**src/rtl/dcl_defines.svh**
```systemverilog
`ifndef DCL_DEFINES_SVH
`define DCL_DEFINES_SVH

// clock and timing
`define DCL_CLK_MHZ 200
`define DCL_SETTLE_NS 1000
`define DCL_SETTLE_CYC ((`DCL_SETTLE_NS * `DCL_CLK_MHZ + 999) / 1000)
`define DCL_RST_HOLD_NS 100
`define DCL_RST_HOLD_CYC ((`DCL_RST_HOLD_NS * `DCL_CLK_MHZ + 999) / 1000)

// device register offsets
`define DCL_DEV_CALIB 8'h00
`define DCL_DEV_PHY 8'h04
`define DCL_DEV_PRIO 8'h08
`define DCL_DEV_REFR 8'h0c
`define DCL_DEV_STAT 8'h10

// impedance_calib_ctrl fields
`define DCL_CAL_REL 0
`define DCL_CAL_LOCK 1
`define DCL_CAL_IOPD 2
`define DCL_CAL_PD 3
`define DCL_CAL_READY 4

// phy_ctrl_one fields
`define DCL_PHY_LAT_W 4
`define DCL_PHY_STRB 6
`define DCL_PHY_PDEN 7

// burst_priority_reg reset value
`define DCL_PRIO_RESET 8'h7f

// refresh_ctrl_reg fields
`define DCL_REF_RR_W 16
`define DCL_REF_MCS 23
`define DCL_REF_SEL 30
`define DCL_REF_LP 31

// sdram_status_reg fields
`define DCL_STAT_PHY_READY 2

// own software registers
`define DCL_SW_CMD 4'h0
`define DCL_SW_CFG 4'h4
`define DCL_SW_STAT 4'h8
`define DCL_CMD_BOOT 0
`define DCL_CMD_SLEEP 1
`define DCL_CMD_WAKE 2
`define DCL_CFG_LAT_LSB 16
`define DCL_CFG_PRIO_LSB 20
`define DCL_CFG_KEEP_SRC 28

`endif

```
**src/rtl/dcl_pkg.sv**
```systemverilog
package dcl_pkg;
    typedef logic [7:0] dcl_daddr_t;
    typedef logic [31:0] dcl_word_t;
    typedef logic [3:0] dcl_saddr_t;

    typedef enum logic [4:0] {
        ST_IDLE = 5'h00,
        ST_BOOT_CLK = 5'h01,
        ST_CAL_CLR = 5'h03,
        ST_CAL_WAIT = 5'h02,
        ST_CAL_REL = 5'h06,
        ST_CAL_POLL = 5'h07,
        ST_CAL_LOCK = 5'h05,
        ST_CAL_PD = 5'h04,
        ST_PHY = 5'h0c,
        ST_PRIO = 5'h0d,
        ST_MRST = 5'h0f,
        ST_READY = 5'h0e,
        ST_SR_EN = 5'h0a,
        ST_MCS_EN = 5'h0b,
        ST_PHY_POLL = 5'h09,
        ST_GATE_BUS = 5'h08,
        ST_GATE_SRC = 5'h18,
        ST_ASLEEP = 5'h19,
        ST_UNG_SRC = 5'h1b,
        ST_UNG_BUS = 5'h1a,
        ST_CLR_MCS = 5'h1e,
        ST_CLR_LP = 5'h1f
    } dcl_state_e;
endpackage : dcl_pkg

```
**src/rtl/dcl_acc_if.sv**
```systemverilog
`timescale 1ns/10ps
interface dcl_acc_if;
    import dcl_pkg::*;
    logic req;
    logic wr;
    dcl_daddr_t addr;
    dcl_word_t wdata;
    logic done;
    dcl_word_t rdata;
    modport seq (output req, output wr, output addr, output wdata, input done, input rdata);
    modport eng (input req, input wr, input addr, input wdata, output done, output rdata);
endinterface : dcl_acc_if

```
**src/rtl/dcl_acc_engine.sv**
```systemverilog
`timescale 1ns/10ps
`include "dcl_defines.svh"
// one device register access per request; read data sampled the cycle after the strobe
module dcl_acc_engine (
    input wire logic clk,
    input wire logic rst,
    dcl_acc_if.eng acc,
    output dcl_pkg::dcl_daddr_t dev_addr,
    output dcl_pkg::dcl_word_t dev_wdata,
    output logic dev_wr,
    output logic dev_rd,
    input wire dcl_pkg::dcl_word_t dev_rdata
);
    import dcl_pkg::*;

    dcl_daddr_t addr_r, addr_nxt;
    dcl_word_t wdata_r, wdata_nxt, rdata_r, rdata_nxt;
    logic wr_r, wr_nxt, rd_r, rd_nxt, rd_d_r, rd_d_nxt, done_r, done_nxt;

    always_comb begin
        addr_nxt = addr_r;
        wdata_nxt = wdata_r;
        rdata_nxt = rdata_r;
        wr_nxt = 1'b0;
        rd_nxt = 1'b0;
        rd_d_nxt = rd_r;
        done_nxt = 1'b0;
        if (acc.req) begin
            addr_nxt = acc.addr;
            wdata_nxt = acc.wr ? acc.wdata : 32'h0;
            wr_nxt = acc.wr;
            rd_nxt = !acc.wr;
        end
        if (wr_r) begin
            done_nxt = 1'b1;
        end
        if (rd_d_r) begin
            done_nxt = 1'b1;
            rdata_nxt = dev_rdata;
        end
    end

    always_ff @(posedge clk) begin
        if (rst) begin
            addr_r <= 8'h00;
            wdata_r <= 32'h0;
            rdata_r <= 32'h0;
            wr_r <= 1'b0;
            rd_r <= 1'b0;
            rd_d_r <= 1'b0;
            done_r <= 1'b0;
        end else begin
            addr_r <= addr_nxt;
            wdata_r <= wdata_nxt;
            rdata_r <= rdata_nxt;
            wr_r <= wr_nxt;
            rd_r <= rd_nxt;
            rd_d_r <= rd_d_nxt;
            done_r <= done_nxt;
        end
    end

    assign dev_addr = addr_r;
    assign dev_wdata = wdata_r;
    assign dev_wr = wr_r;
    assign dev_rd = rd_r;
    assign acc.done = done_r;
    assign acc.rdata = rdata_r;
endmodule : dcl_acc_engine

```
**src/rtl/dcl_host_ctrl.sv**
```systemverilog
`timescale 1ns/10ps
`include "dcl_defines.svh"
// Functional notes
// - clear release, lock and both power-downs, wait a reference period, then release
// - poll the calibration ready flag until high before going on
// - after ready, set lock, then both power-down bits; impedance stays fixed
// - one phy control write sets strobe gating, phy power-down enable, read latency
// - burst priority register must be written with a non-default value
// - finish bring-up with a module reset and clocks re-enabled
// - module reset with calibration clock off breaks accesses; keep that clock on
// - bus and source clocks gated only in self-refresh, never power-down; the bus clock is also gated during the module reset
// - sdram in self-refresh before gating; keep source clock if memory needs it
// - after phy ready low, gate bus clock first, then source clocks
// - restore: source clock, bus clock, clear clock-stop, then clear low-power
// - no register or data access before calibration completes
module dcl_host_ctrl #(
    parameter logic [15:0] SETTLE_CYC = 16'(`DCL_SETTLE_CYC),
    parameter logic [15:0] RST_HOLD_CYC = 16'(`DCL_RST_HOLD_CYC)
) (
    input wire logic clk,
    input wire logic rst,
    input wire dcl_pkg::dcl_saddr_t sw_addr,
    input wire dcl_pkg::dcl_word_t sw_wdata,
    input wire logic sw_wr,
    input wire logic sw_rd,
    output dcl_pkg::dcl_word_t sw_rdata,
    input wire logic ref_clk,
    output dcl_pkg::dcl_daddr_t dev_addr,
    output dcl_pkg::dcl_word_t dev_wdata,
    output logic dev_wr,
    output logic dev_rd,
    input wire dcl_pkg::dcl_word_t dev_rdata,
    output logic bus_clk_en,
    output logic src_clk_en,
    output logic calib_clk_en,
    output logic mod_rst
);
    import dcl_pkg::*;

    if (SETTLE_CYC < 16'h1 || RST_HOLD_CYC < 16'h1) begin : g_bad_param
        $error("dcl_host_ctrl: wait counts must be at least one cycle");
    end

    function automatic dcl_word_t calib_word(input logic rel, input logic lock, input logic pd);
        calib_word = 32'h0;
        calib_word[`DCL_CAL_REL] = rel;
        calib_word[`DCL_CAL_LOCK] = lock;
        calib_word[`DCL_CAL_IOPD] = pd;
        calib_word[`DCL_CAL_PD] = pd;
    endfunction : calib_word

    function automatic dcl_word_t refr_word(input logic lp, input logic mcs,
                                            input logic [15:0] rr);
        refr_word = 32'h0;
        refr_word[`DCL_REF_RR_W-1:0] = rr;
        refr_word[`DCL_REF_MCS] = mcs;
        refr_word[`DCL_REF_SEL] = 1'b0;
        refr_word[`DCL_REF_LP] = lp;
    endfunction : refr_word

    dcl_acc_if acc ();

    dcl_acc_engine u_eng (
        .clk(clk),
        .rst(rst),
        .acc(acc),
        .dev_addr(dev_addr),
        .dev_wdata(dev_wdata),
        .dev_wr(dev_wr),
        .dev_rd(dev_rd),
        .dev_rdata(dev_rdata)
    );

    // reference clock sampled into this domain
    logic ref_s1_r, ref_s2_r, ref_s3_r, ref_rise;
    always_ff @(posedge clk) begin
        if (rst) begin
            ref_s1_r <= 1'b0;
            ref_s2_r <= 1'b0;
            ref_s3_r <= 1'b0;
        end else begin
            ref_s1_r <= ref_clk;
            ref_s2_r <= ref_s1_r;
            ref_s3_r <= ref_s2_r;
        end
    end
    assign ref_rise = ref_s2_r && !ref_s3_r;

    dcl_state_e st_r, st_nxt;
    logic [15:0] cnt_r, cnt_nxt;
    logic pend_r, pend_nxt, req_r, req_nxt, awr_r, awr_nxt;
    dcl_daddr_t aaddr_r, aaddr_nxt;
    dcl_word_t awdata_r, awdata_nxt, cfg_r, cfg_nxt, sw_rdata_r, sw_rdata_nxt;
    logic bus_r, bus_nxt, src_r, src_nxt, cal_r, cal_nxt, mrst_r, mrst_nxt;
    logic calibrated_r, calibrated_nxt, cfgerr_r, cfgerr_nxt;
    logic step, do_acc, d_wr, cmd_boot, cmd_sleep, cmd_wake, busy;
    dcl_daddr_t d_addr;
    dcl_word_t d_data;

    assign acc.req = req_r;
    assign acc.wr = awr_r;
    assign acc.addr = aaddr_r;
    assign acc.wdata = awdata_r;

    always_comb begin
        st_nxt = st_r;
        cnt_nxt = cnt_r;
        pend_nxt = pend_r;
        req_nxt = 1'b0;
        awr_nxt = awr_r;
        aaddr_nxt = aaddr_r;
        awdata_nxt = awdata_r;
        bus_nxt = bus_r;
        src_nxt = src_r;
        cal_nxt = cal_r;
        mrst_nxt = mrst_r;
        calibrated_nxt = calibrated_r;
        cfgerr_nxt = cfgerr_r;
        cfg_nxt = cfg_r;
        do_acc = 1'b0;
        d_wr = 1'b1;
        d_addr = `DCL_DEV_CALIB;
        d_data = 32'h0;
        step = pend_r && acc.done;
        cmd_boot = sw_wr && sw_addr == `DCL_SW_CMD && sw_wdata[`DCL_CMD_BOOT];
        cmd_sleep = sw_wr && sw_addr == `DCL_SW_CMD && sw_wdata[`DCL_CMD_SLEEP];
        cmd_wake = sw_wr && sw_addr == `DCL_SW_CMD && sw_wdata[`DCL_CMD_WAKE];
        if (sw_wr && sw_addr == `DCL_SW_CFG) begin
            cfg_nxt = sw_wdata;
        end
        unique case (st_r)
            ST_IDLE: begin
                if (cmd_boot) begin
                    if (cfg_r[`DCL_CFG_PRIO_LSB +: 8] == `DCL_PRIO_RESET) begin
                        cfgerr_nxt = 1'b1;
                    end else begin
                        cfgerr_nxt = 1'b0;
                        src_nxt = 1'b1;
                        cal_nxt = 1'b1;
                        cnt_nxt = 16'h0;
                        st_nxt = ST_BOOT_CLK;
                    end
                end
            end
            ST_BOOT_CLK, ST_UNG_SRC: begin
                if (cnt_r == SETTLE_CYC - 16'h1) begin
                    bus_nxt = 1'b1;
                    st_nxt = (st_r == ST_BOOT_CLK) ? ST_CAL_CLR : ST_UNG_BUS;
                end else begin
                    cnt_nxt = cnt_r + 16'h1;
                end
            end
            ST_CAL_CLR: begin
                do_acc = 1'b1;
                d_data = calib_word(1'b0, 1'b0, 1'b0);
                if (step) begin
                    cnt_nxt = 16'h0;
                    st_nxt = ST_CAL_WAIT;
                end
            end
            ST_CAL_WAIT: begin
                // two sampled rising edges span at least one full reference period
                if (ref_rise) begin
                    if (cnt_r == 16'h1) begin
                        st_nxt = ST_CAL_REL;
                    end else begin
                        cnt_nxt = cnt_r + 16'h1;
                    end
                end
            end
            ST_CAL_REL: begin
                do_acc = 1'b1;
                d_data = calib_word(1'b1, 1'b0, 1'b0);
                if (step) st_nxt = ST_CAL_POLL;
            end
            ST_CAL_POLL: begin
                do_acc = 1'b1;
                d_wr = 1'b0;
                if (step && acc.rdata[`DCL_CAL_READY]) st_nxt = ST_CAL_LOCK;
            end
            ST_CAL_LOCK: begin
                do_acc = 1'b1;
                d_data = calib_word(1'b1, 1'b1, 1'b0);
                if (step) st_nxt = ST_CAL_PD;
            end
            ST_CAL_PD: begin
                do_acc = 1'b1;
                d_data = calib_word(1'b1, 1'b1, 1'b1);
                if (step) begin
                    calibrated_nxt = 1'b1;
                    st_nxt = ST_PHY;
                end
            end
            ST_PHY: begin
                do_acc = 1'b1;
                d_addr = `DCL_DEV_PHY;
                d_data[`DCL_PHY_LAT_W-1:0] = cfg_r[`DCL_CFG_LAT_LSB +: `DCL_PHY_LAT_W];
                d_data[`DCL_PHY_STRB] = 1'b1;
                d_data[`DCL_PHY_PDEN] = 1'b1;
                if (step) st_nxt = ST_PRIO;
            end
            ST_PRIO: begin
                do_acc = 1'b1;
                d_addr = `DCL_DEV_PRIO;
                d_data[7:0] = cfg_r[`DCL_CFG_PRIO_LSB +: 8];
                if (step) begin
                    cnt_nxt = 16'h0;
                    bus_nxt = 1'b0;
                    mrst_nxt = 1'b1;
                    st_nxt = ST_MRST;
                end
            end
            ST_MRST: begin
                if (cnt_r == RST_HOLD_CYC - 16'h1) begin
                    mrst_nxt = 1'b0;
                    bus_nxt = 1'b1;
                    st_nxt = ST_READY;
                end else begin
                    cnt_nxt = cnt_r + 16'h1;
                end
            end
            ST_READY: begin
                if (cmd_sleep) st_nxt = ST_SR_EN;
            end
            ST_SR_EN: begin
                do_acc = 1'b1;
                d_addr = `DCL_DEV_REFR;
                d_data = refr_word(1'b1, 1'b0, cfg_r[15:0]);
                if (step) st_nxt = ST_MCS_EN;
            end
            ST_MCS_EN: begin
                do_acc = 1'b1;
                d_addr = `DCL_DEV_REFR;
                d_data = refr_word(1'b1, 1'b1, cfg_r[15:0]);
                if (step) st_nxt = ST_PHY_POLL;
            end
            ST_PHY_POLL: begin
                do_acc = 1'b1;
                d_wr = 1'b0;
                d_addr = `DCL_DEV_STAT;
                if (step && !acc.rdata[`DCL_STAT_PHY_READY]) st_nxt = ST_GATE_BUS;
            end
            ST_GATE_BUS: begin
                bus_nxt = 1'b0;
                st_nxt = ST_GATE_SRC;
            end
            ST_GATE_SRC: begin
                if (!cfg_r[`DCL_CFG_KEEP_SRC]) begin
                    src_nxt = 1'b0;
                    cal_nxt = 1'b0;
                end
                st_nxt = ST_ASLEEP;
            end
            ST_ASLEEP: begin
                if (cmd_wake) begin
                    src_nxt = 1'b1;
                    cal_nxt = 1'b1;
                    cnt_nxt = 16'h0;
                    st_nxt = ST_UNG_SRC;
                end
            end
            ST_UNG_BUS: st_nxt = ST_CLR_MCS;
            ST_CLR_MCS: begin
                do_acc = 1'b1;
                d_addr = `DCL_DEV_REFR;
                d_data = refr_word(1'b1, 1'b0, cfg_r[15:0]);
                if (step) st_nxt = ST_CLR_LP;
            end
            ST_CLR_LP: begin
                do_acc = 1'b1;
                d_addr = `DCL_DEV_REFR;
                d_data = refr_word(1'b0, 1'b0, cfg_r[15:0]);
                if (step) st_nxt = ST_READY;
            end
            default: st_nxt = ST_IDLE;
        endcase
        if (do_acc && !pend_r) begin
            req_nxt = 1'b1;
            pend_nxt = 1'b1;
            awr_nxt = d_wr;
            aaddr_nxt = d_addr;
            awdata_nxt = d_data;
        end
        if (step) pend_nxt = 1'b0;
    end

    assign busy = !(st_r == ST_IDLE || st_r == ST_READY || st_r == ST_ASLEEP);

    always_comb begin
        sw_rdata_nxt = 32'h0;
        if (sw_rd && sw_addr == `DCL_SW_CFG) sw_rdata_nxt = cfg_r;
        if (sw_rd && sw_addr == `DCL_SW_STAT) begin
            sw_rdata_nxt = {19'h0, st_r, 3'h0, cfgerr_r, st_r == ST_ASLEEP,
                            st_r == ST_READY, calibrated_r, busy};
        end
    end

    always_ff @(posedge clk) begin
        if (rst) begin
            st_r <= ST_IDLE;
            cnt_r <= 16'h0;
            pend_r <= 1'b0;
            req_r <= 1'b0;
            awr_r <= 1'b0;
            aaddr_r <= 8'h00;
            awdata_r <= 32'h0;
            bus_r <= 1'b0;
            src_r <= 1'b0;
            cal_r <= 1'b0;
            mrst_r <= 1'b0;
            calibrated_r <= 1'b0;
            cfgerr_r <= 1'b0;
            cfg_r <= 32'h0;
            sw_rdata_r <= 32'h0;
        end else begin
            st_r <= st_nxt;
            cnt_r <= cnt_nxt;
            pend_r <= pend_nxt;
            req_r <= req_nxt;
            awr_r <= awr_nxt;
            aaddr_r <= aaddr_nxt;
            awdata_r <= awdata_nxt;
            bus_r <= bus_nxt;
            src_r <= src_nxt;
            cal_r <= cal_nxt;
            mrst_r <= mrst_nxt;
            calibrated_r <= calibrated_nxt;
            cfgerr_r <= cfgerr_nxt;
            cfg_r <= cfg_nxt;
            sw_rdata_r <= sw_rdata_nxt;
        end
    end

    assign sw_rdata = sw_rdata_r;
    assign bus_clk_en = bus_r;
    assign src_clk_en = src_r;
    assign calib_clk_en = cal_r;
    assign mod_rst = mrst_r;

    // helpers watching the device port
    logic [1:0] rises_r;
    logic rd_cal_d_r, ready_seen_r, sr_on_r;
    always_ff @(posedge clk) begin
        if (rst) begin
            rises_r <= 2'h0;
            rd_cal_d_r <= 1'b0;
            ready_seen_r <= 1'b0;
            sr_on_r <= 1'b0;
        end else begin
            rd_cal_d_r <= dev_rd && dev_addr == `DCL_DEV_CALIB;
            if (dev_wr && dev_addr == `DCL_DEV_CALIB && dev_wdata == 32'h0) begin
                rises_r <= 2'h0;
                ready_seen_r <= 1'b0;
            end else if (ref_rise && rises_r != 2'h3) begin
                rises_r <= rises_r + 2'h1;
            end
            if (rd_cal_d_r && dev_rdata[`DCL_CAL_READY]) ready_seen_r <= 1'b1;
            if (dev_wr && dev_addr == `DCL_DEV_REFR) begin
                sr_on_r <= dev_wdata[`DCL_REF_LP] && !dev_wdata[`DCL_REF_SEL];
            end
        end
    end
endmodule : dcl_host_ctrl

```
**config.mk**
```make
export PLATFORM = sky130hd
export DESIGN_NAME = dcl_host_ctrl
export DESIGN_NICKNAME = d
export VERILOG_FILES = /design/src/rtl/dcl_pkg.sv /design/src/rtl/dcl_acc_if.sv /design/src/rtl/dcl_acc_engine.sv /design/src/rtl/dcl_host_ctrl.sv
export VERILOG_INCLUDE_DIRS = /design/src /design/src/rtl
export SDC_FILE = /design/constraint.sdc
export NUM_CORES = 1
export LEC_CHECK = 0
export ABC_CLOCK_PERIOD_IN_PS = 3800
export CAP_MARGIN = 20
export CORE_ASPECT_RATIO = 0.9
export CORE_MARGIN = 3
export CORE_UTILIZATION = 65
export DETAILED_ROUTE_END_ITERATION = 12
export DONT_BUFFER_PORTS = 1
export PLACE_DENSITY = 0.84
export SYNTH_ARGS = -nofsm -noshare
export SYNTH_HDL_FRONTEND = slang
export SYNTH_HIERARCHICAL = 1
export SYNTH_SLANG_ARGS = --single-unit
```
**constraint.sdc**
```tcl
create_clock -name clk -period 3.8 [get_ports clk]
set_input_delay 1.14 -clock clk [delete_from_list [all_inputs] [get_ports clk]]
set_output_delay 1.14 -clock clk [all_outputs]
set_load 0.02 [all_outputs]
```
After elaboration in Yosys (flattened, before gate mapping)
Index checks and enable logic that the tools add are counted.
{"block": "totals", "regBits": 185, "input_bits": 73, "out_inout_bits": 78, "wordCells": 178}
{"block": "op_classes", "n_addsub": 1, "n_eq_ne": 52, "muxes": 57, "bitwise_logic": 2, "n_reduce_logical": 41}
{"op": "two-way mux 16 bit", "n": 8}
{"op": "two-way mux 5 bit", "n": 21}
{"op": "case mux 5 bit (21 select lines)", "n": 1}
{"op": "case mux 16 bit (6 select lines)", "n": 1}
{"op": "case mux 24 bit (3 select lines)", "n": 1}
{"op": "!= test 2 bit, second input constant", "n": 24}
{"op": "equality test 5 x 4 -> 1 bit, second input constant", "n": 8}
{"op": "two-way mux 32 bit", "n": 1}
{"op": "equality test 5 bit, second input constant", "n": 6}
{"op": "two-way mux 13 bit", "n": 2}
{"op": "case mux 4 bit (6 select lines)", "n": 1}
{"op": "equality test 5 x 3 -> 1 bit, second input constant", "n": 4}
{"op": "case mux 5 bit (4 select lines)", "n": 1}
{"op": "AND reduction 20 bit", "n": 1}
{"op": "adder 16 x 1 -> 16 bit, second input constant", "n": 1}
{"op": "equality test 16 x 1 -> 1 bit, second input constant", "n": 1}
{"op": "equality test 16 x 5 -> 1 bit, second input constant", "n": 1}
{"op": "equality test 16 x 8 -> 1 bit, second input constant", "n": 1}
{"op": "two-way mux 1 bit", "n": 15}
{"op": "logical AND 1 bit", "n": 12}
{"op": "OR reduction 12 bit", "n": 1}
{"op": "OR reduction 2 bit", "n": 6}
{"op": "equality test 5 x 2 -> 1 bit, second input constant", "n": 2}
{"op": "AND reduction 9 bit", "n": 1}
{"op": "other kinds (25)", "n": 32}

Longest topological paths before layout
Gate-level depths: netlist (run 1).
{"block": "logic_depth", "depth_word": 5, "ltp_mapped": 10, "depth_no_buf": 8}

By module
The synthesis (run 1) kept the hierarchy.
{"module": "dcl_host_ctrl", "n_inst": 1, "cells_each": 607, "area_each_um2": 5032.3, "seq_area_each_um2": 2342.2}
{"module": "dcl_acc_engine", "n_inst": 1, "cells_each": 281, "area_each_um2": 3110.5, "seq_area_each_um2": 1521.5}

Worst setup path before layout (run 1)
No wires, ideal clock.
{"block": "synth_path", "kind": "input port to flip-flop", "start": "input sw_addr[1]", "end": "register cnt_r[13]", "setup_ps": 71, "t_arrival_ps": 2761, "t_required_ps": 3729, "slack_ps": 968, "path_stages": 7, "n_path_buf": 0, "path_cell_list": "nor2_1 and3_1 a31oi_1 nor3_4 nand3_1 or4_1 a21oi_1"}
{"block": "synth_between", "elab_chain_len": 5, "word_cells_on_any_way": 7, "classes_between": "eq/ne (2); reduce/logical (5)"}
{"item": "from (decl)", "line_no": "dcl_host_ctrl.sv:22", "text": "input wire dcl_pkg::dcl_saddr_t sw_addr,"}
{"item": "zero test 4 bit (no line) (*)"}
{"item": "logical AND 1 bit (no line) (*)"}
{"item": "logical AND 1 bit (on tied branches)", "line_no": "dcl_host_ctrl.sv:127, dcl_host_ctrl.sv:125"}
{"item": "!= test 2 bit (no line)"}
{"item": "AND reduction 9 bit (no line) (*)"}
{"item": "to (signal assigned)", "line_no": "dcl_host_ctrl.sv:317", "text": "cnt_r <= cnt_nxt;"}
{"item": "to (decl)", "line_no": "dcl_host_ctrl.sv:90", "text": "logic [15:0] cnt_r, cnt_nxt;"}
Every way passes the cells marked *; elsewhere a longest branch is shown, timed or not.
A chain may end at the register's enable or synchronous reset.

Final worst setup path (run 1)
{"block": "layout_path", "start": "register st_r[0]", "end": "register cnt_r[1]"}
{"block": "layout_between", "elab_chain_len": 4, "word_cells_on_any_way": 21, "classes_between": "eq/ne (15); mux (1); reduce/logical (5)"}
{"item": "from (decl)", "line_no": "dcl_host_ctrl.sv:89", "text": "dcl_state_e st_r, st_nxt;"}
{"item": "from (signal assigned)", "line_no": "dcl_host_ctrl.sv:316", "text": "st_r <= st_nxt;"}
{"item": "equality test 5 x 4 -> 1 bit, or another cell as far along", "line_no": "dcl_host_ctrl.sv:131", "text": "unique case (st_r)"}
{"item": "OR reduction 2 bit (on tied branches)"}
{"item": "nonzero test 6 bit (no line), or another cell as far along"}
{"item": "AND reduction 9 bit (no line)"}
Parallel ways exist; a longest one is shown, timed or not.

==> results by group, run 1 <==
Status
  • Status: complete, no violations

Global route
  • GRT met1 Usage: 34.43%
  • Initial antenna violation count: 0
  • Global Route met2 Usage: 42.97%
  • Grt total ovfl: 0
  • Vias in the first global route: 5475
  • Top Usage Layer GRT: met2
  • Total Routing Usage GR: 26.86%
  • Largest net degree at the start of global routing: 133
  • Met3 GRT Util: under 10%
  • First-pass GRT wire length: about 27000 um

STA
  • Slew headroom: a little under two fifths
  • Period Utilization, post-route: 82.83%
  • RSZ-0062 raised after global routing: no
  • Final count of hold timing violations: 0
  • Slew @ Worst Pin: 924.1 ps
  • Max Freq: 317.7 MHz
  • Clock Skew: 9.963 ps
  • Setup TNS Final: 0 ps
  • Final Setup Violations: 0
  • Pins Over Slew Limit: 0
  • Crit path time final: roughly 3100 ps

CTS
  • Hold_buf cts: 0
  • Quantity of gates resized following cts: 0
  • TritonCTS sink count: 163
  • Num CTS Buffers: 17
  • Clock Tree Buf Depth: 2
  • Max H-tree Level: 4
  • Clock-pin slew on the worst setup and hold paths: 60 ps
  • CTS tree: done
  • CTS Root Cell: clkbuf_16
  • Clk Latency, worst-skew pair: 420 ps
  • Post-CTS Setup Bufs: 0

Floorplan
  • Starting Density: 67.96%
  • Full die area: 0.01224 mm^2
  • Floorplan core area: 0.01047 mm^2
  • Io pins: 151
  • Die X: 116.3 um
  • FP Rows: 35
  • Die height: between 100 and 150 um

Finish
  • Fraction of layout cells with a size suffix above 1: between 10% and 20%
  • Fin cells: 918
  • Diode count: 0
  • Fillers: about 800
  • Area Growth Syn to Fin: 7.476%
  • Fin nets: ~850
  • Design Area, Final: 0.007645 mm^2

Synth
  • Synth Warn #: 6
  • Post-Syn Area: between 0.007 and 0.008 mm^2
  • Mapped Cells: between 700 and 800
  • Avg Cell Area, Syn: 8.936 um^2

Worst setup path
  • CP endpoint kind: flip-flop
  • CP Launch Type: flip-flop
  • R2r startpoint: st_r[0]
  • WP data arrival: 3450 ps
  • Crit path from: st_r[0]
  • CP Class: flip-flop to flip-flop
  • Worst Path Required: 4100 ps
  • Critical path fanouts, max: 27

Route
  • Number of remaining DRC errors: 0
  • Final WL: 16450 um
  • Number of routed nets with antenna violations: 0
  • Vias post-DR: 5700
  • DRT Pass-1 Iters: 6
  • Vias per cell: 6.209
  • Average wire per standard cell: 17.92 um
  • Starting DRT DRC Count: 566

Placed design
  • Port buffer count: 0
  • Placed cell area: 0.007019 mm^2
  • DP HPWL: 10630 um
  • Placer congestion estimate: 0.8959
  • Placed cells: 885

Job
  • Max cap viols: 0

Pwr
  • PD cells: just over 500 mW/mm^2
  • Pleak: 2.527 nW
  • PnR Total Power: about 3.9 mW
  • VDD IR max: 0.3989 mV

Hold path
  • Hold Path Class: flip-flop to flip-flop
  • Hold path startpoint: ref_s1_r
==> placed cells by master, fill, tap and decap left out, drive strengths merged, types with 6 or more instances in the layout <==
master and count:
nand2b 41, nor2 68, o21ai 25, or3 12, nor2b 13, nand3 47, conb 19, buf 8
nand4 6, nand2 98, a21oi 91, dfxtp 163, clkbuf 22, nor3 20, inv 7, and3 8
and2 31, mux2i 13, a22o 19
==> flip-flops by register name, summed over array words and instances (netlist names), 2 cells and up <==
register,count
st_r,5
cfg_r,32
sw_rdata,32
acc.wdata,18
aaddr_r,3
u_eng/dev_addr,8
cnt_r,16
u_eng/acc.rdata,2
u_eng/dev_wdata,32
==> worst paths after layout <==
kind         endpoint  slack [ps]  cells after the start
min          ref_s2_r         450                      1
max reg2reg  cnt_r[1]         650                      7
min reg2reg  ref_s2_r         450                      1
max          cnt_r[1]         650                      7
==> through the flow <==
| stage | worst slack, ps | hold slack [ps] | utilization (%) |
|---|---|---|---|
| 6_report | 652.4 | 451.2 | 73.04 |
| 2_1_floorplan | 967.9 | 413.8 | - |
| 4_1_cts | 733.0 | 447.1 | 72.78 |
| 5_1_grt | 489.8 | 462.6 | 73.04 |
| 3_5_place_dp | 412.4 | 440.4 | 67.07 |
| 3_3_place_gp | 511.7 | 420.0 | 67.07 |
==> layout make-up <==
cell class	count	area [um^2]	area share [%]
repair buffers	8	80.08	1.047
well taps	129	161.4	2.111
flip-flops and latches	163	3266	42.72
inverters	5	18.77	0.2455
multi-input cells	581	3521	46.06
clock inverters	10	123.9	1.620
clock buffers	22	474.2	6.203
==> power breakdown <==
group,switching [mW],internal [mW],total (mW)
Clock,0.688,1.03,1.72
Combinational,0.216,0.120,0.336
Sequential,0.0863,1.73,1.82
==> layer usage <==
metal  vias up  wire (um)
met5         -          0
met4         0        427
met3        48       1403
met2       268       7826
met1      2672       6797
li1       2712          -
==> critical path: stages, from the launching register on <==
cell	delay [ps]
dfxtp_1	900
nand3b_1	400
nor2_1	340
a21boi_1	430
nor3_4	110
nand2_1	350
nor2_1	160
mux2_1	330
Power figures use the tool's default switching activity.
==> run 2: changes to the inputs <==
--- a/config.mk
+++ b/config.mk
@@ -6,14 +6,14 @@
 export SDC_FILE = /design/constraint.sdc
 export NUM_CORES = 1
 export LEC_CHECK = 0
-export ABC_CLOCK_PERIOD_IN_PS = 3800
+export ABC_CLOCK_PERIOD_IN_PS = 2700
 export CAP_MARGIN = 20
 export CORE_ASPECT_RATIO = 0.9
 export CORE_MARGIN = 3
-export CORE_UTILIZATION = 65
+export CORE_UTILIZATION = 58
 export DETAILED_ROUTE_END_ITERATION = 12
 export DONT_BUFFER_PORTS = 1
-export PLACE_DENSITY = 0.84
+export PLACE_DENSITY = 0.79
 export SYNTH_ARGS = -nofsm -noshare
 export SYNTH_HDL_FRONTEND = slang
 export SYNTH_HIERARCHICAL = 1
==> constraint.sdc (replaced) <==
create_clock -name clk -period 2.7 [get_ports clk]
set_input_delay 0.81 -clock clk [delete_from_list [all_inputs] [get_ports clk]]
set_output_delay 0.81 -clock clk [all_outputs]
set_load 0.02 [all_outputs]
==> run 2 against run 1 <==
  * Die area increased by 11%
  * Worst hold slack got worse by 14 ps
  * Utilization decreased by 6.8 points
  * Largest cell class unchanged
  * Critical endpoint is now cnt_r[5]
  * Via count decreased by 0.32%
  * Register-to-register slack got worse by 390 ps
  * Global-route usage decreased by 2.9 points
  * Non-clock buffer count increased by 12
==> results by group, run 2 (synthesized netlist as in run 1, its figures left out) <==
Finish
  • Fillers: 927 (was 778)
  • Fin nets: 863 (was 851)
  • Area Growth Syn to Fin: 9.147% (was 7.476%)
  • Design Area, Final: 0.007764 mm^2 (was 0.007645 mm^2)
  • Diode count: 0 (unchanged)
  • Most common cell after layout, fill and taps aside: dfxtp_1 (unchanged)
  • Fraction of layout cells with a size suffix above 1: 15.98% (was 14.07%)
  • Commonest non-fill, non-tap cells in the layout: dfxtp_1, nand2_1, nor2_1 (unchanged)

STA
  • Slew headroom: 36.89% (was 38.39%)
  • RSZ-0062 raised after global routing: no (unchanged)
  • Final count of hold timing violations: 0 (unchanged)
  • Setup TNS Final: 0 ps (unchanged)
  • WHS: 437.0 ps (was 451.2 ps)
  • Crit path time final: 2438 ps (was 3148 ps)
  • Final WS setup: 261.7 ps (was 652.4 ps)
  • Slew @ Worst Pin: 946.7 ps (was 924.1 ps)
  • Period Utilization, post-route: 90.31% (was 82.83%)
  • Pins Over Slew Limit: 0 (unchanged)
  • Final Setup Violations: 0 (unchanged)
  • Max Freq: 410.1 MHz (was 317.7 MHz)
  • Clock Skew: 8.417 ps (was 9.963 ps)

Route
  • Number of remaining DRC errors: 0 (unchanged)
  • Average wire per standard cell: 16.94 um (was 17.92 um)
  • Vias per cell: 5.937 (was 6.209)
  • DRT Pass-1 Iters: 7 (was 6)
  • Final WL: 16220 um (was 16450 um)
  • Number of routed nets with antenna violations: 0 (unchanged)
  • Starting DRT DRC Count: 598 (was 566)
  • Vias post-DR: 5682 (was 5700)

Worst setup path
  • CP Class: flip-flop to flip-flop (unchanged)
  • R2r startpoint: st_r[2] (was st_r[0])
  • R2r setup slk: 260 ps (was 650 ps)
  • CP Launch Type: flip-flop (unchanged)
  • Critical path fanouts, max: 14 (was 27)
  • CP endpoint kind: flip-flop (unchanged)
  • Worst Path Required: 3060 ps (was 4100 ps)
  • R2R Path End: cnt_r[5] (was cnt_r[1])
  • Reg2reg path depth: 9 (was 7)
  • WP data arrival: 2800 ps (was 3450 ps)

Placed design
  • Placer congestion estimate: 0.8741 (was 0.8959)
  • DP Worst Slack: -108.3 ps (was 412.4 ps)
  • Port buffer count: 0 (unchanged)
  • DP HPWL: 10950 um (was 10630 um)
  • Placed cell area: 0.007163 mm^2 (was 0.007019 mm^2)

Global route
  • Total Routing Usage GR: 23.95% (was 26.86%)
  • First-pass GRT wire length: 26200 um (was 26610 um)
  • Initial antenna violation count: 0 (unchanged)
  • Largest net degree at the start of global routing: 133 (unchanged)
  • Grt total ovfl: 0 (unchanged)
  • Vias in the first global route: 5319 (was 5475)

Floorplan
  • Starting Density: 60.73% (was 67.96%)
  • Io pins: 151 (unchanged)
  • FP Rows: 37 (was 35)
  • Floorplan core area: 0.01171 mm^2 (was 0.01047 mm^2)
  • Full die area: 0.01363 mm^2 (was 0.01224 mm^2)
  • Die X: 122.7 um (was 116.3 um)
  • Die height: 111.1 um (was 105.2 um)

CTS
  • TritonCTS sink count: 163 (unchanged)
  • Clk Latency, worst-skew pair: 430 ps (was 420 ps)
  • CTS Root Cell: clkbuf_16 (unchanged)
  • Num CTS Buffers: 17 (unchanged)
  • Clock-pin slew on the worst setup and hold paths: 60 ps (about the same)
  • Hold_buf cts: 0 (unchanged)
  • Clock Tree Buf Depth: 2 (unchanged)
  • CTS tree: done (unchanged)
  • Max H-tree Level: 4 (unchanged)

Pwr
  • Pleak: 2.577 nW (was 2.527 nW)
  • PD cells: 708.1 mW/mm^2 (was 506.6 mW/mm^2)
  • VDD IR max: 0.6081 mV (was 0.3989 mV)

Hold path
  • Hold Path Class: input port to flip-flop (was flip-flop to flip-flop)
  • Hold path startpoint: rst (was ref_s1_r)
  • Cell count of the worst hold path: 1 (unchanged)
  • Worst Hold End: u_eng/dev_wdata[29] (was ref_s2_r)

Job
  • Max cap viols: 0 (unchanged)

Status
  • Status: complete, no violations (unchanged)
==> run 2: area by class of cell <==
cell class | instances | area (um^2) | share of cell area, %
clock inverters | 15 | 171.4 | 2.208
flip-flops and latches | 163 | 3269 | 42.11
well taps | 156 | 195.2 | 2.514
clock buffers | 17 | 425.4 | 5.479
multi-input cells | 581 | 3521 | 45.35
repair buffers | 20 | 162.7 | 2.095
inverters | 5 | 18.77 | 0.2417
==> run 2: worst max-delay path by stage <==
stage / start / endpoint / slack, ps
after floorplan: sw_addr[1] / cnt_r[13] / 200
after global placement: sw_addr[1] / cnt_r[7] / 0.2
after detailed placement: sw_addr[1] / cnt_r[9] / -110
after CTS: st_r[4] / cnt_r[9] / 120
after global routing: st_r[2] / cnt_r[9] / 50
final: st_r[2] / cnt_r[5] / 260
==> run 2: repair_timing <==
action / 4_1_cts / 5_1_grt
gates resized for setup: 0 / 3
endpoints found under the setup margin: 0 / 21
setup buffers: 0 / 0
==> run 2: stage by stage <==
step	utilization, %	power (mW)	std cells
floorplan	-	3.014	814
global placement	61.16	3.092	925
detailed placement	61.16	3.118	925
CTS	66.25	5.516	957
global route	66.29	5.707	957
finish	66.29	5.497	957
==> run 2: power breakdown <==
part / total [mW] / internal [mW] / switching (mW)
clock: 2.42 / 1.38 / 1.03
combinational: 0.541 / 0.210 / 0.330
sequential: 2.54 / 2.44 / 0.100
==> run 2: critical path: stages (launching register included) <==
cell and delay [ps]:
dfxtp_1 590, buf_4 270, nor2b_1 70, o21ai_1 180, nor4_1 140, nor2_1 160, nand3_1 220, buf_4 240
or3_1 340, a21oi_1 150
==> run 2: metal layers <==
layer  vias up  global-route usage (%)  wire length, um
li1       2729                       -                -
met1      2645                   31.67             6823
met2       273                   36.58             7569
met3        35                   8.367             1519
met4         0                   7.687              302
met5         -                       0                0
==> run 3: changes to the inputs <==
--- a/config.mk
+++ b/config.mk
@@ -9,12 +9,11 @@
 export ABC_CLOCK_PERIOD_IN_PS = 2700
 export CAP_MARGIN = 20
 export CORE_ASPECT_RATIO = 0.9
-export CORE_MARGIN = 3
-export CORE_UTILIZATION = 58
+export CORE_MARGIN = 2
+export CORE_UTILIZATION = 57
 export DETAILED_ROUTE_END_ITERATION = 12
 export DONT_BUFFER_PORTS = 1
-export PLACE_DENSITY = 0.79
+export PLACE_DENSITY = 0.78
 export SYNTH_ARGS = -nofsm -noshare
 export SYNTH_HDL_FRONTEND = slang
-export SYNTH_HIERARCHICAL = 1
 export SYNTH_SLANG_ARGS = --single-unit
==> run 3 against run 2 <==
  * Sequential power fell by 13%
  * Critical endpoint is now cnt_r[8]
  * Sequential share of layout area is 0.35 points higher
  * Worst hold slack improved by 6.8 ps
  * Largest cell class is now sequential cells
  * Routed wire length is 2.2% lower
  * Via count shrank 7.5%
==> results by group, run 3 <==
Global route
  • First-pass GRT wire length: 25500 um (was 26200 um)
  • Grt total ovfl: 0 (unchanged)
  • Largest net degree at the start of global routing: 94 (was 133)
  • Initial antenna violation count: 0 (unchanged)
  • Total Routing Usage GR: 27.87% (was 23.95%)
  • Vias in the first global route: 4895 (was 5319)

Synth
  • Mapped Cells: 693 (was 796)
  • Synth top area share: roughly 48%
  • Avg Cell Area, Syn: 8.715 um^2 (was 8.936 um^2)
  • Number of synthesized flops with an enable pin: 0
  • Most common cell in the netlist: dfxtp_1
  • Post-Syn Area: 0.006040 mm^2 (was 0.007113 mm^2)
  • Synth Area in Adders: 0.5801%
  • Fraction of the mapped netlist area in simple logic gates: 24.28%
  • Synth Warn #: 0 (was 6)
  • Async S/R FF share, synth: 0%
  • Multiplexer area fraction after synthesis: 1.512%
  • Synth Area in Compound Gates: 19.37%
  • Synth area leaders: dfxtp_1, nand2_1, a22o_1
  • Largest family of logic cells by synthesized area: simple AND/OR/NAND/NOR gates
  • Sequential fraction of the synthesis area: 47.73%
  • Main flop type after synthesis: dfxtp_1
  • Post-synthesis xor/xnor area fraction: 0.2900%
  • Post-synthesis register bit count: between 100 and 150
  • Top cells by count, synth: dfxtp_1, nand2_1, a21oi_1
  • Cell taking the most area after synthesis: dfxtp_1
  • Synth unique cells: 63

Job
  • Max cap viols: 0 (unchanged)

STA
  • WHS: 443.8 ps (was 437.0 ps)
  • Final Setup Violations: 0 (unchanged)
  • Crit path time final: 2544 ps (was 2438 ps)
  • Slew headroom: 45.58% (was 36.89%)
  • Max Freq: 393.0 MHz (was 410.1 MHz)
  • Clock Skew: 13.31 ps (was 8.417 ps)
  • Pins Over Slew Limit: 0 (unchanged)
  • Slew @ Worst Pin: 810.0 ps (was 946.7 ps)
  • Period Utilization, post-route: 94.24% (was 90.31%)
  • Final count of hold timing violations: 0 (unchanged)
  • RSZ-0062 raised after global routing: no (unchanged)
  • Setup TNS Final: 0 ps (unchanged)

Worst setup path
  • Most used cell, CP: buf_4 (unchanged)
  • CP Launch Type: flip-flop (unchanged)
  • Crit path from: st_r[4] (was st_r[2])
  • R2r startpoint: st_r[4] (was st_r[2])
  • Critical path fanouts, max: 16 (was 14)
  • Delay-heaviest family, CP: compound AO/OA/AOI/OAI gates (was simple AND/OR/NAND/NOR gates)
  • Reg2reg path depth: 7 (was 9)
  • Worst Path Required: 3000 ps (was 3060 ps)
  • CP endpoint kind: flip-flop (unchanged)
  • Slowest cell delay on critical path: 470 ps (was 590 ps)
  • CP Class: flip-flop to flip-flop (unchanged)
  • WP data arrival: 2850 ps (was 2800 ps)
  • Worst Path Buf+Inv: 2 (unchanged)
  • Crit-path cells: buf_4 > or3_1 > a211oi_1 > a22o_1 > nor3_2 > buf_4 > a32o_1 (was buf_4 > nor2b_1 > o21ai_1 > nor4_1 > nor2_1 > nand3_1 > buf_4 > or3_1 > a21oi_1)
  • Stages on worst setup path: 7 (was 9)
  • CP max-delay cell: a211oi_1 (was dfxtp_1)

Floorplan
  • Die height: 101.7 um (was 111.1 um)
  • Die X: 112.5 um (was 122.7 um)
  • Full die area: 0.01144 mm^2 (was 0.01363 mm^2)
  • FP Rows: 35 (was 37)
  • Starting Density: 58.69% (was 60.73%)
  • Floorplan core area: 0.01029 mm^2 (was 0.01171 mm^2)
  • Io pins: 151 (unchanged)

Route
  • Average wire per standard cell: 18.99 um (was 16.94 um)
  • Number of remaining DRC errors: 0 (unchanged)
  • DRT Pass-1 Iters: 5 (was 7)
  • Starting DRT DRC Count: 743 (was 598)
  • Final WL: 15860 um (was 16220 um)
  • Vias per cell: 6.295 (was 5.937)
  • Number of routed nets with antenna violations: 0 (unchanged)
  • Vias post-DR: 5256 (was 5682)

Pwr
  • Clock share of power: 46.0% (was 43.9%)
  • Internal: 3.673 mW (was 4.035 mW)
  • PD cells: 752.5 mW/mm^2 (was 708.1 mW/mm^2)
  • Switching Fraction: 28.14% (was 26.60%)
  • Comb pwr share: 10.9% (was 9.8%)
  • VDD IR max: 0.6028 mV (was 0.6081 mV)
  • PnR Total Power: 5.112 mW (was 5.497 mW)
  • P_sw: 1.438 mW (was 1.462 mW)
  • Pleak: 2.555 nW (was 2.577 nW)
  • Sequential Power Share: 43.1% (was 46.2%)

Hold path
  • Hold path startpoint: ref_s1_r (was rst)
  • Hold Path Class: flip-flop to flip-flop (was input port to flip-flop)
  • Cell count of the worst hold path: 1 (unchanged)

Placed design
  • DP HPWL: 10810 um (was 10950 um)
  • Placed cells: 802 (was 925)
  • Placer congestion estimate: 0.9739 (was 0.8741)
  • Port buffer count: 0 (unchanged)

CTS
  • Clock-pin slew on the worst setup and hold paths: 60 ps (about the same)
  • Quantity of gates resized following cts: 0 (unchanged)
  • Hold_buf cts: 0 (unchanged)
  • Clk Latency, worst-skew pair: 420 ps (was 430 ps)
  • Max H-tree Level: 4 (unchanged)
  • Num CTS Buffers: 17 (unchanged)
  • CTS tree: done (unchanged)
  • CTS Root Cell: clkbuf_16 (unchanged)
  • Post-CTS Setup Bufs: 0 (unchanged)
  • Clock Tree Buf Depth: 2 (unchanged)
  • TritonCTS sink count: 144 (was 163)

Finish
  • Most common cell after layout, fill and taps aside: dfxtp_1 (unchanged)
  • Fraction of layout cells with a size suffix above 1: 11.05% (was 15.98%)
  • Commonest non-fill, non-tap cells in the layout: dfxtp_1, nand2_1, a21oi_1 (was dfxtp_1, nand2_1, nor2_1)
  • Core Util, Final: 66.01% (was 66.29%)
  • Diode count: 0 (unchanged)
  • Area Growth Syn to Fin: 12.47% (was 9.147%)
  • Fin nets: 768 (was 863)
  • Fillers: 810 (was 927)
  • Fin cells: 835 (was 957)

Status
  • Status: complete, no violations (unchanged)
-- run 3: changes by cell type in the layout (fill, tap and decap cells not counted), sizes merged, moves of 14 or more --
cell | previous run | this run
a22o | 19 | 33
nand2b | 41 | 5
and2 | 31 | 8
dfxtp | 163 | 144
a21oi | 91 | 54
and3 | 8 | 29
nor2 | 68 | 49
nand3 | 47 | 20
-- run 3: final timing paths --
path	slack, ps	endpoint
setup / recovery	160	cnt_r[8]
hold / removal	440	ref_s2_r
setup reg to reg	160	cnt_r[8]
hold reg to reg	440	ref_s2_r
-- run 3: power by group through the flow --
| stage | logic (mW) | registers (mW) | clock network, mW |
|---|---|---|---|
| 2_1_floorplan | 0.441 | 2.23 | 0 |
| 3_3_place_gp | 0.515 | 2.25 | 0 |
| 3_5_place_dp | 0.531 | 2.25 | 0 |
| 4_1_cts | 0.535 | 2.20 | 2.37 |
| 5_1_grt | 0.607 | 2.21 | 2.47 |
| 6_report | 0.555 | 2.20 | 2.35 |
-- run 3: layout make-up --
class	count	area (um^2)	area share [%]
flip-flops and latches	144	2884	42.46
multi-input cells	490	2856	42.05
clock buffers	17	425.4	6.263
repair buffers	32	265.3	3.905
clock inverters	15	170.2	2.505
well taps	129	161.4	2.376
inverters	8	30.03	0.4421
-- run 3: worst register-to-register path, stage by stage (launching register included) --
cell and delay [ps]:
dfxtp_1 440, buf_4 260, or3_1 370, a211oi_1 470, a22o_1 390, nor3_2 90, buf_4 190, a32o_1 250
-- run 3: kinds of logic (layout without fill, tap and decap cells) --
group,Yosys count,count (layout)
other cells,1,19
mux,9,9
simple gates,290,290
flops,144,144
xor+xnor,2,2
fa+ha+maj,3,3
compound gates,167,167
buf+inv,77,72
-- run 3: metal layers --
metal	share of wire, %	GRT usage, %
met1	43	36.96
met3	8.9	6.822
met2	47	45.13
met4	1.7	9.381
met5	0	0
-- run 3: through the flow --
step	area (um^2)	worst slack, ps
4_1_cts	6779	136.7
6_report	6793	155.5
2_1_floorplan	6107	75.86
3_3_place_gp	6183	108.2
5_1_grt	6793	28.56
3_5_place_dp	6183	45.85
